## config.mk

```make
export PLATFORM = sky130hd
export DESIGN_NAME = ddcm_top
export DESIGN_NICKNAME = d
export VERILOG_FILES = /design/src/common/ddcm_pkg.sv /design/src/design/ddcm_buf.sv /design/src/design/ddcm_mixer.sv /design/src/design/ddcm_top.sv
export SDC_FILE = /design/constraint.sdc
export NUM_CORES = 2
export LEC_CHECK = 0
export ABC_AREA = 1
export BUFFER_PORTS_ARGS = -buffer_cell sky130_fd_sc_hd__clkbuf_2
export CAP_MARGIN = 20
export CORE_MARGIN = 2
export CORE_UTILIZATION = 46
export CTS_CLUSTER_SIZE = 40
export DETAILED_ROUTE_END_ITERATION = 8
export GPL_ROUTABILITY_DRIVEN = 0
export SLEW_MARGIN = 10
export SYNTH_ARGS = -nofsm -noshare
export SYNTH_HDL_FRONTEND = slang
export SYNTH_SLANG_ARGS = --single-unit
```

## constraint.sdc

```tcl
create_clock -name core_clk -period 18.87 [get_ports core_clk]
set_input_delay 3.774 -clock core_clk [delete_from_list [all_inputs] [get_ports core_clk]]
set_output_delay 3.774 -clock core_clk [all_outputs]
set_load 0.1 [all_outputs]
```

## src/common/ddcm_pkg.sv

```systemverilog
// package: register map, field layout, reset values and tables of the ddc
package ddcm_pkg;
  // ----------------------------------------------------------------------
  // register offsets
  // ----------------------------------------------------------------------
  localparam logic [15:0] ADDR_PIN_FUNC_LO = 16'h0041;
  localparam logic [15:0] ADDR_PIN_FUNC_HI = 16'h0042;
  localparam logic [15:0] ADDR_CHIP_CFG = 16'h0200;
  localparam logic [15:0] ADDR_SYNC_CTL = 16'h0300;
  localparam logic [15:0] ADDR_STATUS = 16'h0301;
  localparam logic [15:0] ADDR_DDC_CTL [4] = '{16'h0310, 16'h0330,
                                              16'h0350, 16'h0370};
  localparam logic [7:0] RST_REG = 8'h00;

  // ----------------------------------------------------------------------
  // field positions
  // ----------------------------------------------------------------------
  localparam int PIN_TRIG_IN_BIT = 0;   // pin func lo: trigger input assigned
  localparam int PIN_MASTER_BIT = 1;    // pin func lo: device is master
  localparam int PIN_USE_IN_BIT = 0;    // pin func hi: master arms from input
  localparam int CTL_COMPLEX_BIT = 7;
  localparam int CTL_REAL_OUT_BIT = 6;
  localparam int CTL_FILT_LSB = 0;
  localparam int CTL_FILT_W = 4;
  localparam int SYNC_EN_LSB = 0;       // two bits, nonzero enables sync
  localparam int SYNC_TRIG_BIT = 1;     // sysref gated by the arm
  localparam int SYNC_ARM_BIT = 2;      // write 1: arm (master, own source)
  localparam int SYNC_SOFT_RST_BIT = 4;
  localparam int STAT_ARMED_BIT = 0;
  localparam int STAT_OVERRUN_BIT = 1;
  localparam int STAT_BADCFG_BIT = 2;

  // ----------------------------------------------------------------------
  // datapath tables
  // ----------------------------------------------------------------------
  localparam int NUM_COMBOS = 14;
  localparam logic [5:0] CPLX_RATIO [14] = '{6'h02, 6'h03, 6'h04, 6'h06,
    6'h08, 6'h0a, 6'h0c, 6'h0f, 6'h10, 6'h14, 6'h18, 6'h1e, 6'h28, 6'h30};
  localparam logic [13:0] WIDE_THIRD_MASK = 14'h0882; // combos 1, 7, 11
  localparam logic signed [15:0] CPLX_GAIN = 16'sh5a04; // -3.06 db, q15
  localparam logic [15:0] QSIN [8] = '{16'h0c8c, 16'h2528, 16'h3c57,
    16'h5133, 16'h62f2, 16'h70e2, 16'h7a7c, 16'h7f61};
endpackage : ddcm_pkg

```

## src/design/ddcm_buf.sv

```systemverilog
// two-entry valid/ready buffer in the output data path
module ddcm_buf #(
  parameter int W = 32
) (
  // clock and reset
  input wire logic clk,
  input wire logic rst_n,
  // filling side
  input wire logic in_valid,
  output logic in_ready,
  input wire logic [W-1:0] in_data,
  // draining side
  output logic out_valid,
  input wire logic out_ready,
  output logic [W-1:0] out_data
);
  logic [W-1:0] mem_ff [2];
  logic wp_ff;
  logic rp_ff;
  logic [1:0] cnt_ff;
  logic push;
  logic pop;

  if (W < 1) begin : g_bad_w
    $error("ddcm_buf: width must be positive");
  end

  // full only at two words, so a stalled reader never drops data
  assign in_ready = (cnt_ff != 2'h2);
  assign out_valid = (cnt_ff != 2'h0);
  assign out_data = mem_ff[rp_ff];
  assign push = in_valid && in_ready;
  assign pop = out_valid && out_ready;

  // storage
  always_ff @(posedge clk) begin
    if (push) begin
      mem_ff[wp_ff] <= in_data;
    end
  end

  // pointers and fill level
  always_ff @(posedge clk or negedge rst_n) begin
    if (!rst_n) begin
      wp_ff <= 1'b0;
      rp_ff <= 1'b0;
      cnt_ff <= 2'h0;
    end else begin
      wp_ff <= wp_ff ^ push;
      rp_ff <= rp_ff ^ pop;
      cnt_ff <= cnt_ff + {1'b0, push} - {1'b0, pop};
    end
  end
endmodule // ddcm_buf

```

## src/design/ddcm_mixer.sv

```systemverilog
// quadrature mixer with bypass, real and complex modes
module ddcm_mixer #(
  parameter int W = 16
) (
  // clock and reset
  input wire logic clk,
  input wire logic rst_n,
  // mode
  input wire logic bypass,
  input wire logic complex_in,
  // samples and local oscillator
  input wire logic signed [W-1:0] in_i,
  input wire logic signed [W-1:0] in_q,
  input wire logic signed [W-1:0] lo_cos,
  input wire logic signed [W-1:0] lo_sin,
  // mixed samples
  output logic signed [W-1:0] out_i,
  output logic signed [W-1:0] out_q
);
  localparam int PW = 2 * W;
  localparam int SW = PW + 17;
  logic signed [PW-1:0] p_ic, p_qs, p_qc, p_is;
  logic signed [PW:0] sum_i, sum_q;
  logic signed [SW-1:0] sc_i, sc_q;
  logic signed [PW-1:0] neg_is;

  assign p_ic = in_i * lo_cos;
  assign p_qs = in_q * lo_sin;
  assign p_qc = in_q * lo_cos;
  assign p_is = in_i * lo_sin;
  assign neg_is = -p_is;
  // full complex product (i + jq)(cos - j sin): two adders
  assign sum_i = {p_ic[PW-1], p_ic} + {p_qs[PW-1], p_qs};
  assign sum_q = {p_qc[PW-1], p_qc} - {p_is[PW-1], p_is};
  localparam logic signed [15:0] CPLX_GAIN_EXT = ddcm_pkg::CPLX_GAIN;

  // scale down so 1.414x full scale peaks stay in range
  assign sc_i = sum_i * CPLX_GAIN_EXT;
  assign sc_q = sum_q * CPLX_GAIN_EXT;

  // output register: bypass, real or complex
  always_ff @(posedge clk or negedge rst_n) begin
    if (!rst_n) begin
      out_i <= '0;
      out_q <= '0;
    end else if (bypass) begin
      out_i <= in_i;
      out_q <= in_q;
    end else if (complex_in) begin
      out_i <= sc_i[PW+13 -: W];
      out_q <= sc_q[PW+13 -: W];
    end else begin
      out_i <= p_ic[PW-2 -: W];
      out_q <= neg_is[PW-2 -: W];
    end
  end

  property p_bypass;
    @(posedge clk) disable iff (!rst_n)
      bypass |=> (out_i == $past(in_i)) && (out_q == $past(in_q));
  endproperty
  a_bypass: assert property (p_bypass)
    else $error("mixer bypass did not pass samples through");
endmodule // ddcm_mixer

```

## src/design/ddcm_top.sv

```systemverilog
// one downconverter channel: trigger sync, oscillator, mixer, decimator
// Behaviour
// - in triggered mode sysref syncs only while the arm is set
// - slave arms from the trigger input pin
// - master drives trigger out, optionally uses input
// - startup sysref aligns oscillators and frame counters
// - armed resync realigns after new tuning words
// - mixer bypassed when chip config is zero
// - real input: two multipliers, cos and sin
// - complex input: four multipliers, two adders
// - control bit 7 picks real or complex
// - complex mixing scaled down by 3.06 db
// - oscillator spurs below 102 dbc; the five-bit phase table here falls far short
// - cascaded decimating low-pass stages after mixer; a single boxcar stands in for them here
// - wide third-band only in channels 0, 1
// - filters keep 80 percent band alias free
// - fourteen complex ratios, real ratios half
// - deepest chain gives 24 real, 48 complex
// - enabled sysref resets every phase accumulator, in triggered mode only while armed
// - soft reset high then low clears accumulators
module ddcm_top #(
  parameter int SAMPLE_W = 16,
  parameter int PHASE_W = 48,
  parameter int DDC_INDEX = 0
) (
  // clock and reset
  input wire logic core_clk,
  input wire logic rst_n,
  // register port
  input wire logic reg_wr_en,
  input wire logic reg_rd_en,
  input wire logic [15:0] reg_addr,
  input wire logic [7:0] reg_wdata,
  output logic [7:0] reg_rdata,
  // sync pins
  input wire logic sysref_pin,
  input wire logic slave_trigger_in_pin,
  output logic master_trigger_out_pin,
  // tuning and converter samples
  input wire logic [PHASE_W-1:0] tuning_word,
  input wire logic signed [SAMPLE_W-1:0] adc_i,
  input wire logic signed [SAMPLE_W-1:0] adc_q,
  // decimated output stream
  output logic out_valid,
  input wire logic out_ready,
  output logic signed [SAMPLE_W-1:0] out_i,
  output logic signed [SAMPLE_W-1:0] out_q
);
  localparam int ACC_W = SAMPLE_W + 6;

  if (SAMPLE_W != 16 || PHASE_W < 5 || DDC_INDEX < 0 || DDC_INDEX > 3)
  begin : g_bad_cfg
    $error("ddcm_top: unsupported sample width, phase width or index");
  end

  // --------------------------------------------------------------------
  // helper functions
  // --------------------------------------------------------------------
  // index of the control register hit, 4 when none
  function automatic logic [2:0] ctl_hit(input logic [15:0] a);
    ctl_hit = 3'h4;
    for (int k = 0; k < 4; k++) begin
      if (a == ddcm_pkg::ADDR_DDC_CTL[k]) begin
        ctl_hit = 3'(k);
      end
    end
  endfunction

  // quarter-wave sine from the top five phase bits
  function automatic logic signed [15:0] qsin(input logic [4:0] ph);
    logic [2:0] idx;
    logic [15:0] mag;
    idx = ph[3] ? ~ph[2:0] : ph[2:0];
    mag = ddcm_pkg::QSIN[idx];
    qsin = ph[4] ? -$signed(mag) : $signed(mag);
  endfunction

  // shift that keeps a sum of n samples inside the output width
  function automatic logic [2:0] clog2n(input logic [5:0] n);
    clog2n = 3'h0;
    for (int k = 0; k < 6; k++) begin
      if ((7'h01 << k) < {1'b0, n}) begin
        clog2n = 3'(k + 1);
      end
    end
  endfunction

  // --------------------------------------------------------------------
  // registers
  // --------------------------------------------------------------------
  logic [7:0] pin_lo_ff, pin_hi_ff, chip_cfg_ff, sync_ctl_ff;
  logic [7:0] ddc_ctl_ff [4];
  logic overrun_ff, arm_ff, bad_cfg;
  logic [2:0] hit;
  logic arm_req;

  assign hit = ctl_hit(reg_addr);
  assign arm_req = reg_wr_en && (reg_addr == ddcm_pkg::ADDR_SYNC_CTL) &&
                   reg_wdata[ddcm_pkg::SYNC_ARM_BIT];

  // software writes; the arm bit is a self-clearing request
  always_ff @(posedge core_clk or negedge rst_n) begin
    if (!rst_n) begin
      pin_lo_ff <= ddcm_pkg::RST_REG;
      pin_hi_ff <= ddcm_pkg::RST_REG;
      chip_cfg_ff <= ddcm_pkg::RST_REG;
      sync_ctl_ff <= ddcm_pkg::RST_REG;
      for (int k = 0; k < 4; k++) begin
        ddc_ctl_ff[k] <= ddcm_pkg::RST_REG;
      end
    end else if (reg_wr_en) begin
      unique case (reg_addr)
        ddcm_pkg::ADDR_PIN_FUNC_LO: pin_lo_ff <= reg_wdata;
        ddcm_pkg::ADDR_PIN_FUNC_HI: pin_hi_ff <= reg_wdata;
        ddcm_pkg::ADDR_CHIP_CFG: chip_cfg_ff <= reg_wdata;
        ddcm_pkg::ADDR_SYNC_CTL: begin
          sync_ctl_ff <= reg_wdata & ~(8'h01 << ddcm_pkg::SYNC_ARM_BIT);
        end
        default: begin
          if (!hit[2]) begin
            ddc_ctl_ff[hit[1:0]] <= reg_wdata;
          end
        end
      endcase
    end
  end

  // read data registered one cycle after the strobe; unmapped reads zero
  always_ff @(posedge core_clk or negedge rst_n) begin
    if (!rst_n) begin
      reg_rdata <= 8'h00;
    end else if (reg_rd_en) begin
      unique case (reg_addr)
        ddcm_pkg::ADDR_PIN_FUNC_LO: reg_rdata <= pin_lo_ff;
        ddcm_pkg::ADDR_PIN_FUNC_HI: reg_rdata <= pin_hi_ff;
        ddcm_pkg::ADDR_CHIP_CFG: reg_rdata <= chip_cfg_ff;
        ddcm_pkg::ADDR_SYNC_CTL: reg_rdata <= sync_ctl_ff;
        ddcm_pkg::ADDR_STATUS: begin
          reg_rdata <= {5'h00, bad_cfg, overrun_ff, arm_ff};
        end
        default: reg_rdata <= hit[2] ? 8'h00 : ddc_ctl_ff[hit[1:0]];
      endcase
    end
  end

  // --------------------------------------------------------------------
  // trigger and sysref synchronisation
  // --------------------------------------------------------------------
  logic sref_s1_ff, sref_s2_ff, sref_s3_ff;
  logic trig_s1_ff, trig_s2_ff, trig_s3_ff;
  logic is_master, use_pin, sync_on, trig_mode, soft_rst;
  logic sref_rise, trig_rise, sync_evt, arm_set;

  // pins are asynchronous: two flops before any logic looks at them
  always_ff @(posedge core_clk or negedge rst_n) begin
    if (!rst_n) begin
      {sref_s1_ff, sref_s2_ff, sref_s3_ff} <= 3'h0;
      {trig_s1_ff, trig_s2_ff, trig_s3_ff} <= 3'h0;
    end else begin
      {sref_s1_ff, sref_s2_ff, sref_s3_ff} <=
        {sysref_pin, sref_s1_ff, sref_s2_ff};
      {trig_s1_ff, trig_s2_ff, trig_s3_ff} <=
        {slave_trigger_in_pin, trig_s1_ff, trig_s2_ff};
    end
  end

  assign is_master = pin_lo_ff[ddcm_pkg::PIN_MASTER_BIT];
  assign use_pin = !is_master || pin_hi_ff[ddcm_pkg::PIN_USE_IN_BIT];
  assign sync_on = (sync_ctl_ff[ddcm_pkg::SYNC_EN_LSB +: 2] != 2'h0);
  assign trig_mode = sync_ctl_ff[ddcm_pkg::SYNC_TRIG_BIT];
  assign soft_rst = sync_ctl_ff[ddcm_pkg::SYNC_SOFT_RST_BIT];
  assign sref_rise = sref_s2_ff && !sref_s3_ff;
  // the input only counts once it is routed to the trigger function
  assign trig_rise = trig_s2_ff && !trig_s3_ff &&
                     pin_lo_ff[ddcm_pkg::PIN_TRIG_IN_BIT];
  assign arm_set = use_pin ? trig_rise : arm_req;
  // in triggered mode a sysref edge only counts while armed
  assign sync_evt = sref_rise && sync_on &&
                    (!trig_mode || arm_ff);

  // arm: a new arm in the consuming cycle wins over the clear
  always_ff @(posedge core_clk or negedge rst_n) begin
    if (!rst_n) begin
      arm_ff <= 1'b0;
    end else if (arm_set) begin
      arm_ff <= 1'b1;
    end else if (sync_evt && trig_mode) begin
      arm_ff <= 1'b0;
    end
  end

  // trigger out is registered so every slave sees it on the same edge
  always_ff @(posedge core_clk or negedge rst_n) begin
    if (!rst_n) begin
      master_trigger_out_pin <= 1'b0;
    end else begin
      master_trigger_out_pin <= is_master && !use_pin && arm_ff;
    end
  end

  // --------------------------------------------------------------------
  // oscillator and mixer
  // --------------------------------------------------------------------
  logic [PHASE_W-1:0] phase_accumulator_ff;
  logic [4:0] ph_top;
  logic signed [SAMPLE_W-1:0] lo_cos_ff, lo_sin_ff, adc_i_ff, adc_q_ff;
  logic signed [SAMPLE_W-1:0] mix_i, mix_q;
  logic [7:0] ctl;

  assign ph_top = phase_accumulator_ff[PHASE_W-1 -: 5];
  assign ctl = ddc_ctl_ff[DDC_INDEX];

  // one sync event aligns every channel and chip at once; the soft reset
  // holds it at zero while high, so only in-chip alignment is possible
  always_ff @(posedge core_clk or negedge rst_n) begin
    if (!rst_n) begin
      phase_accumulator_ff <= '0;
    end else if (sync_evt || soft_rst) begin
      phase_accumulator_ff <= '0;
    end else begin
      phase_accumulator_ff <= phase_accumulator_ff + tuning_word;
    end
  end

  // small table: spur level is set by table depth, a known limitation
  always_ff @(posedge core_clk or negedge rst_n) begin
    if (!rst_n) begin
      lo_cos_ff <= '0;
      lo_sin_ff <= '0;
      adc_i_ff <= '0;
      adc_q_ff <= '0;
    end else begin
      lo_cos_ff <= qsin(ph_top + 5'h08);
      lo_sin_ff <= qsin(ph_top);
      adc_i_ff <= adc_i;
      adc_q_ff <= adc_q;
    end
  end

  ddcm_mixer #(.W(SAMPLE_W)) u_mixer (
    .clk(core_clk),
    .rst_n(rst_n),
    .bypass(chip_cfg_ff == 8'h00),
    .complex_in(ctl[ddcm_pkg::CTL_COMPLEX_BIT]),
    .in_i(adc_i_ff),
    .in_q(adc_q_ff),
    .lo_cos(lo_cos_ff),
    .lo_sin(lo_sin_ff),
    .out_i(mix_i),
    .out_q(mix_q)
  );

  // --------------------------------------------------------------------
  // decimation
  // --------------------------------------------------------------------
  logic [3:0] combo;
  logic real_out, wide_combo, dump, buf_ready;
  logic [5:0] ratio, cnt_ff;
  logic [2:0] shift;
  logic signed [ACC_W-1:0] acc_i_ff, acc_q_ff, sum_i, sum_q;
  logic signed [SAMPLE_W-1:0] pend_i_ff, pend_q_ff;
  logic pend_ff;

  assign combo = ctl[ddcm_pkg::CTL_FILT_LSB +: ddcm_pkg::CTL_FILT_W];
  assign real_out = ctl[ddcm_pkg::CTL_REAL_OUT_BIT];
  assign wide_combo = (combo < 4'(ddcm_pkg::NUM_COMBOS)) &&
                      ddcm_pkg::WIDE_THIRD_MASK[combo];
  // wide third-band is complex-only and absent past channel 1
  assign bad_cfg = (combo >= 4'(ddcm_pkg::NUM_COMBOS)) ||
                   (wide_combo && (real_out || DDC_INDEX > 1));
  // real output runs at half the complex ratio
  assign ratio = bad_cfg ? 6'h01 :
                 (real_out ? {1'b0, ddcm_pkg::CPLX_RATIO[combo][5:1]}
                           : ddcm_pkg::CPLX_RATIO[combo]);
  assign shift = clog2n(ratio);
  assign dump = !bad_cfg && (cnt_ff == ratio - 6'h01);
  assign sum_i = acc_i_ff + ACC_W'(mix_i);
  assign sum_q = acc_q_ff + ACC_W'(mix_q);

  // boxcar decimator stands in for the filter cascade; sync restarts it
  always_ff @(posedge core_clk or negedge rst_n) begin
    if (!rst_n) begin
      cnt_ff <= 6'h00;
      acc_i_ff <= '0;
      acc_q_ff <= '0;
    end else if (sync_evt || soft_rst || bad_cfg || dump) begin
      cnt_ff <= 6'h00;
      acc_i_ff <= '0;
      acc_q_ff <= '0;
    end else begin
      cnt_ff <= cnt_ff + 6'h01;
      acc_i_ff <= sum_i;
      acc_q_ff <= sum_q;
    end
  end

  // a word waits here while the buffer is full; a new dump overwrites it and it is lost
  always_ff @(posedge core_clk or negedge rst_n) begin
    if (!rst_n) begin
      pend_ff <= 1'b0;
      pend_i_ff <= '0;
      pend_q_ff <= '0;
    end else if (dump) begin
      pend_ff <= 1'b1;
      pend_i_ff <= SAMPLE_W'(sum_i >>> shift);
      pend_q_ff <= real_out ? '0 : SAMPLE_W'(sum_q >>> shift);
    end else if (buf_ready) begin
      pend_ff <= 1'b0;
    end
  end

  // overrun is sticky; a set in the clearing cycle wins
  always_ff @(posedge core_clk or negedge rst_n) begin
    if (!rst_n) begin
      overrun_ff <= 1'b0;
    end else if (dump && pend_ff && !buf_ready) begin
      overrun_ff <= 1'b1;
    end else if (reg_wr_en && reg_addr == ddcm_pkg::ADDR_STATUS &&
                 reg_wdata[ddcm_pkg::STAT_OVERRUN_BIT]) begin
      overrun_ff <= 1'b0;
    end
  end

  ddcm_buf #(.W(2 * SAMPLE_W)) u_buf (
    .clk(core_clk),
    .rst_n(rst_n),
    .in_valid(pend_ff),
    .in_ready(buf_ready),
    .in_data({pend_i_ff, pend_q_ff}),
    .out_valid(out_valid),
    .out_ready(out_ready),
    .out_data({out_i, out_q})
  );

  // --------------------------------------------------------------------
  // assertions
  // --------------------------------------------------------------------
  property p_arm_gate;
    @(posedge core_clk) disable iff (!rst_n)
      (sref_rise && sync_on && trig_mode && !arm_ff) |=> 
        (phase_accumulator_ff != '0) || $past(soft_rst) ||
        ($past(phase_accumulator_ff) + $past(tuning_word) == '0);
  endproperty
  a_arm_gate: assert property (p_arm_gate)
    else $error("unarmed sysref reset the phase accumulator");

  property p_slave_arm;
    @(posedge core_clk) disable iff (!rst_n)
      (!is_master && pin_lo_ff[ddcm_pkg::PIN_TRIG_IN_BIT] &&
       $rose(trig_s2_ff) && !reg_wr_en) |=> arm_ff;
  endproperty
  a_slave_arm: assert property (p_slave_arm)
    else $error("slave did not arm on trigger input edge");

  property p_master_out;
    @(posedge core_clk) disable iff (!rst_n)
      (arm_req && is_master && !use_pin && !reg_rd_en) ##1
        (is_master && !use_pin) |=> master_trigger_out_pin;
  endproperty
  a_master_out: assert property (p_master_out)
    else $error("master did not drive trigger out two cycles after arm");

  property p_sync_zero;
    @(posedge core_clk) disable iff (!rst_n)
      sync_evt |=> (phase_accumulator_ff == '0) && (cnt_ff == 6'h00);
  endproperty
  a_sync_zero: assert property (p_sync_zero)
    else $error("sync event did not clear accumulator and decimator");

  property p_soft_rst;
    @(posedge core_clk) disable iff (!rst_n)
      soft_rst ##1 soft_rst |-> phase_accumulator_ff == '0;
  endproperty
  a_soft_rst: assert property (p_soft_rst)
    else $error("phase accumulator not held by soft reset");

  property p_arm_clear;
    @(posedge core_clk) disable iff (!rst_n)
      (sync_evt && trig_mode && !arm_set) |=> !arm_ff;
  endproperty
  a_arm_clear: assert property (p_arm_clear)
    else $error("arm not cleared after consumed sysref");

  property p_wide_third;
    @(posedge core_clk) disable iff (!rst_n)
      dump |-> !(wide_combo && (DDC_INDEX > 1 || real_out));
  endproperty
  a_wide_third: assert property (p_wide_third)
    else $error("wide third-band combination used where unsupported");

  property p_ratio;
    @(posedge core_clk) disable iff (!rst_n)
      (dump && !real_out && combo == 4'hd) |-> cnt_ff == 6'h2f;
  endproperty
  a_ratio: assert property (p_ratio)
    else $error("deepest chain did not decimate by 48");

  c_sync: cover property (@(posedge core_clk) disable iff (!rst_n)
    sync_evt && trig_mode);
  c_dump: cover property (@(posedge core_clk) disable iff (!rst_n)
    out_valid && out_ready);
  c_overrun: cover property (@(posedge core_clk) disable iff (!rst_n)
    $rose(overrun_ff));
endmodule // ddcm_top

```

==> flow_metrics.env <==
export IMPL_synthesis_instances=9602
export IMPL_r2r_setup_slack_ps=2870
export IMPL_fin_skew_ps=59.7
export IMPL_drt_met1_wl_um=100000
export IMPL_start_util_pct=46.3
export IMPL_critPathArrivalTime_ps=16550
export IMPL_yosys_most_used_dff="dfrtp_1"
export IMPL_h_tree_depth=2
export IMPL_status="complete, no violations"
export IMPL_die_area_sq_um=169000
export IMPL_syn_avg_cell_area_sq_um=7.95
export IMPL_io_pins=153
export IMPL_cts_setup_buffers=0
export IMPL_rsz0062_at_grt="false"
export IMPL_antenna_found_initial=10
export IMPL_clk_pin_slew_worst_paths_ps=60
export IMPL_clk_path_buf_depth=3
export IMPL_grt_pass1_wl_um=365000
export IMPL_dr_wl_met3_um=19400
export IMPL_synth_area_sq_um=76300
export IMPL_ys_ff_latch=375
export IMPL_fin_crit_ps=16000
export IMPL_worst_setup_path_type="reg -> reg"
export IMPL_dp_cells=11700
export IMPL_dp_hpwl_um=186000
export IMPL_num_rows=149
export IMPL_max_slew_margin_pct=22.0
export IMPL_wl_met2_um=102000
export IMPL_antenna_left=0
export IMPL_final_layout_size_suffix_gt1_share_pct=4.10
export IMPL_post_cts_resized=0
export IMPL_grt_overflow_total=0
export IMPL_fillers=16300
export IMPL_worstMarginPinSlew_ps=1160
export IMPL_cts_buffers=46
export IMPL_die_h_um=411
export IMPL_cts_hold_buf=0
export IMPL_first_pass_iters=8
export IMPL_grt_pass1_vias=64500
export IMPL_crit_fanout=21
export IMPL_clk_latency_ps=660
export IMPL_worstSetupEndpointType="register"
export IMPL_drc=0
export IMPL_start_kind="register"
export IMPL_synth_async_reset_ratio_pct=82.9
export IMPL_cts_tree="yes"
export IMPL_viasPerCell=5.31
export IMPL_yosysUniqueCellTypes=65
export IMPL_hold_class="reg -> reg"
export IMPL_cts_sinks=375
export IMPL_dr_max_layer_used="met5"
export IMPL_io_buffers=152
export IMPL_slowest_delay_ps=800
export IMPL_syn2layout_area_growth_pct=6.09
export IMPL_synth_nets=11800
export IMPL_grt_max_degree=126
export IMPL_wl_um=230000
export IMPL_root_buffer="clkbuf_16"
export IMPL_nets=11800
export IMPL_finalSetupTns_ps=0
export IMPL_stdcell_count=11800
export IMPL_wire_per_inst_um=19.5
export IMPL_period_share_pct=84.8
export IMPL_grt_usage_pct=27.7
export IMPL_whs_ps=349
export IMPL_vias=62800
export IMPL_final_util_pct=49.1
export IMPL_die_w_um=411
export IMPL_hold_violations=0
export IMPL_yosysWarnings=0
export IMPL_drv_cap=0
export IMPL_required_ps=19420
export IMPL_synth_edf_count=64
export IMPL_drv_slew=0
export IMPL_setup_viol=0
export IMPL_drt_iter0_markers=5160
export IMPL_crit_top_cell="fa_1"
export IMPL_max_freq_ghz=0.0625
export IMPL_coreArea_sq_um=165000
export IMPL_critPathSlowestCell="dfrtp_1"
export IMPL_ys_seq_area_share_pct=12.7
## worst paths after layout
path	cells after the start	endpoint	from
worst max register to register	52	u_mixer.out_i[15]$_DFF_PN0_	adc_i_ff[15]$_DFF_PN0_
worst max-delay path	52	u_mixer.out_i[15]$_DFF_PN0_	adc_i_ff[15]$_DFF_PN0_
max in group asynchronous	3	phase_accumulator_ff[38]$_DFF_PN0_	rst_n
worst min-delay path	0	trig_s2_ff$_DFF_PN0_	trig_s1_ff$_DFF_PN0_
min in group asynchronous	1	cnt_ff[4]$_DFF_PN0_	rst_n
worst min register to register	0	trig_s2_ff$_DFF_PN0_	trig_s1_ff$_DFF_PN0_
## layer usage
metal	track usage, %	vias up
met2	43.3	2345
met4	8.63	8
met3	4.67	368
li1	-	29000
met1	39.3	31000
met5	0	-
## registers in the layout (all words and copies together), names as in the netlist, 22 cells and up
| signal | cells |
|---|---|
| ddc_ctl_ff | 24 |
| u_buf.mem_ff | 64 |
| acc_q_ff | 22 |
| phase_accumulator_ff | 48 |
| acc_i_ff | 22 |
## critical path, delay by kind of cell, from the launching register on
kind,cells,cell delay [ps]
buf+inv,8,1130
flops,1,800
simple gates,17,2740
compound gates,5,1090
xor+xnor,2,1190
fa+ha+maj,20,8900
## metrics by stage
| step | setup slack (ps) | area, sq um |
|---|---|---|
| 5_1_grt | 2100 | 81000 |
| 3_5_place_dp | 3060 | 79400 |
| 2_1_floorplan | 5030 | 76300 |
| 4_1_cts | 2950 | 81000 |
| 6_report | 2870 | 81000 |
| 3_3_place_gp | 2980 | 79400 |
## area by class of cell
cell class / count / area, sq um / share of cell area (%)
diodes: 7 / 17.5 / 0.0216
inverters: 2235 / 8390 / 10.4
clock inverters: 24 / 236 / 0.292
well taps: 2189 / 2740 / 3.38
clock buffers: 61 / 1300 / 1.60
flip-flops and latches: 375 / 9700 / 12.0
repair buffers: 243 / 1500 / 1.85
multi-input cells: 6702 / 57100 / 70.5
## cells by family after synthesis
| kind of cell | count (synthesis) | synth area share (%) |
|---|---|---|
| XOR/XNOR | 226 | 2.62 |
| AO/OA/AOI/OAI | 899 | 6.55 |
| multiplexers | 1 | 0.0131 |
| flip-flops | 375 | 12.7 |
| AND/OR/NAND/NOR | 3490 | 18.6 |
| adder cells (fa/ha/maj) | 2086 | 47.0 |
| buffers and inverters | 2525 | 12.5 |
## synth_stat cells (all sizes together), types with 13 or more instances
master  number  area share (%)
inv       2233              11
clkbuf     255             1.3
buf         35            0.25
o21a        22            0.22
nand3      428             2.8
xor2       140             1.6
or2         30            0.25
ha         779              13
xnor2       86            0.99
dfrtp      311              10
nor3        52            0.36
nand4       70            0.57
nand3b      13            0.13
a21oi      374             2.5
edfxtp      64             2.5
fa        1307              34
o211ai      13            0.13
nor2       556             2.8
a31oi       39            0.32
o21ai      335             2.2
nand2     2308              11
a21o        30            0.29
nor4        20            0.16
o21bai      27            0.27
## cell usage in the layout, fill, tap and decap left out, types with 7 or more instances in the layout
cell type,synthesis,final
ha_1,779,779
nor2_1,550,549
o21a_1,22,22
clkbuf_16,0,46
a21o_1,30,30
edfxtp_1,64,64
a21oi_1,373,373
o21ai_1,9,9
inv_1,2219,2219
o21ai_0,323,323
a211oi_1,7,7
o21bai_1,27,27
or2_2,28,28
inv_2,14,14
buf_4,4,88
dfrtp_1,311,311
xnor2_1,86,86
xor2_1,139,138
nand2_1,2297,2297
diode_2,0,7
nand4_1,70,70
clkbuf_8,0,9
clkinv_1,2,7
clkbuf_2,0,151
nor4_1,20,20
nor3_1,50,50
a31oi_1,39,39
clkinv_2,0,8
a21boi_0,9,9
nand3_1,425,425
o211ai_1,13,13
nand2_2,10,10
fa_1,1307,1307
nand3b_1,13,13
Power is left out: the tool's default activity adds up to more than one toggle a clock period on the data nets, which glitch-free logic cannot reach.
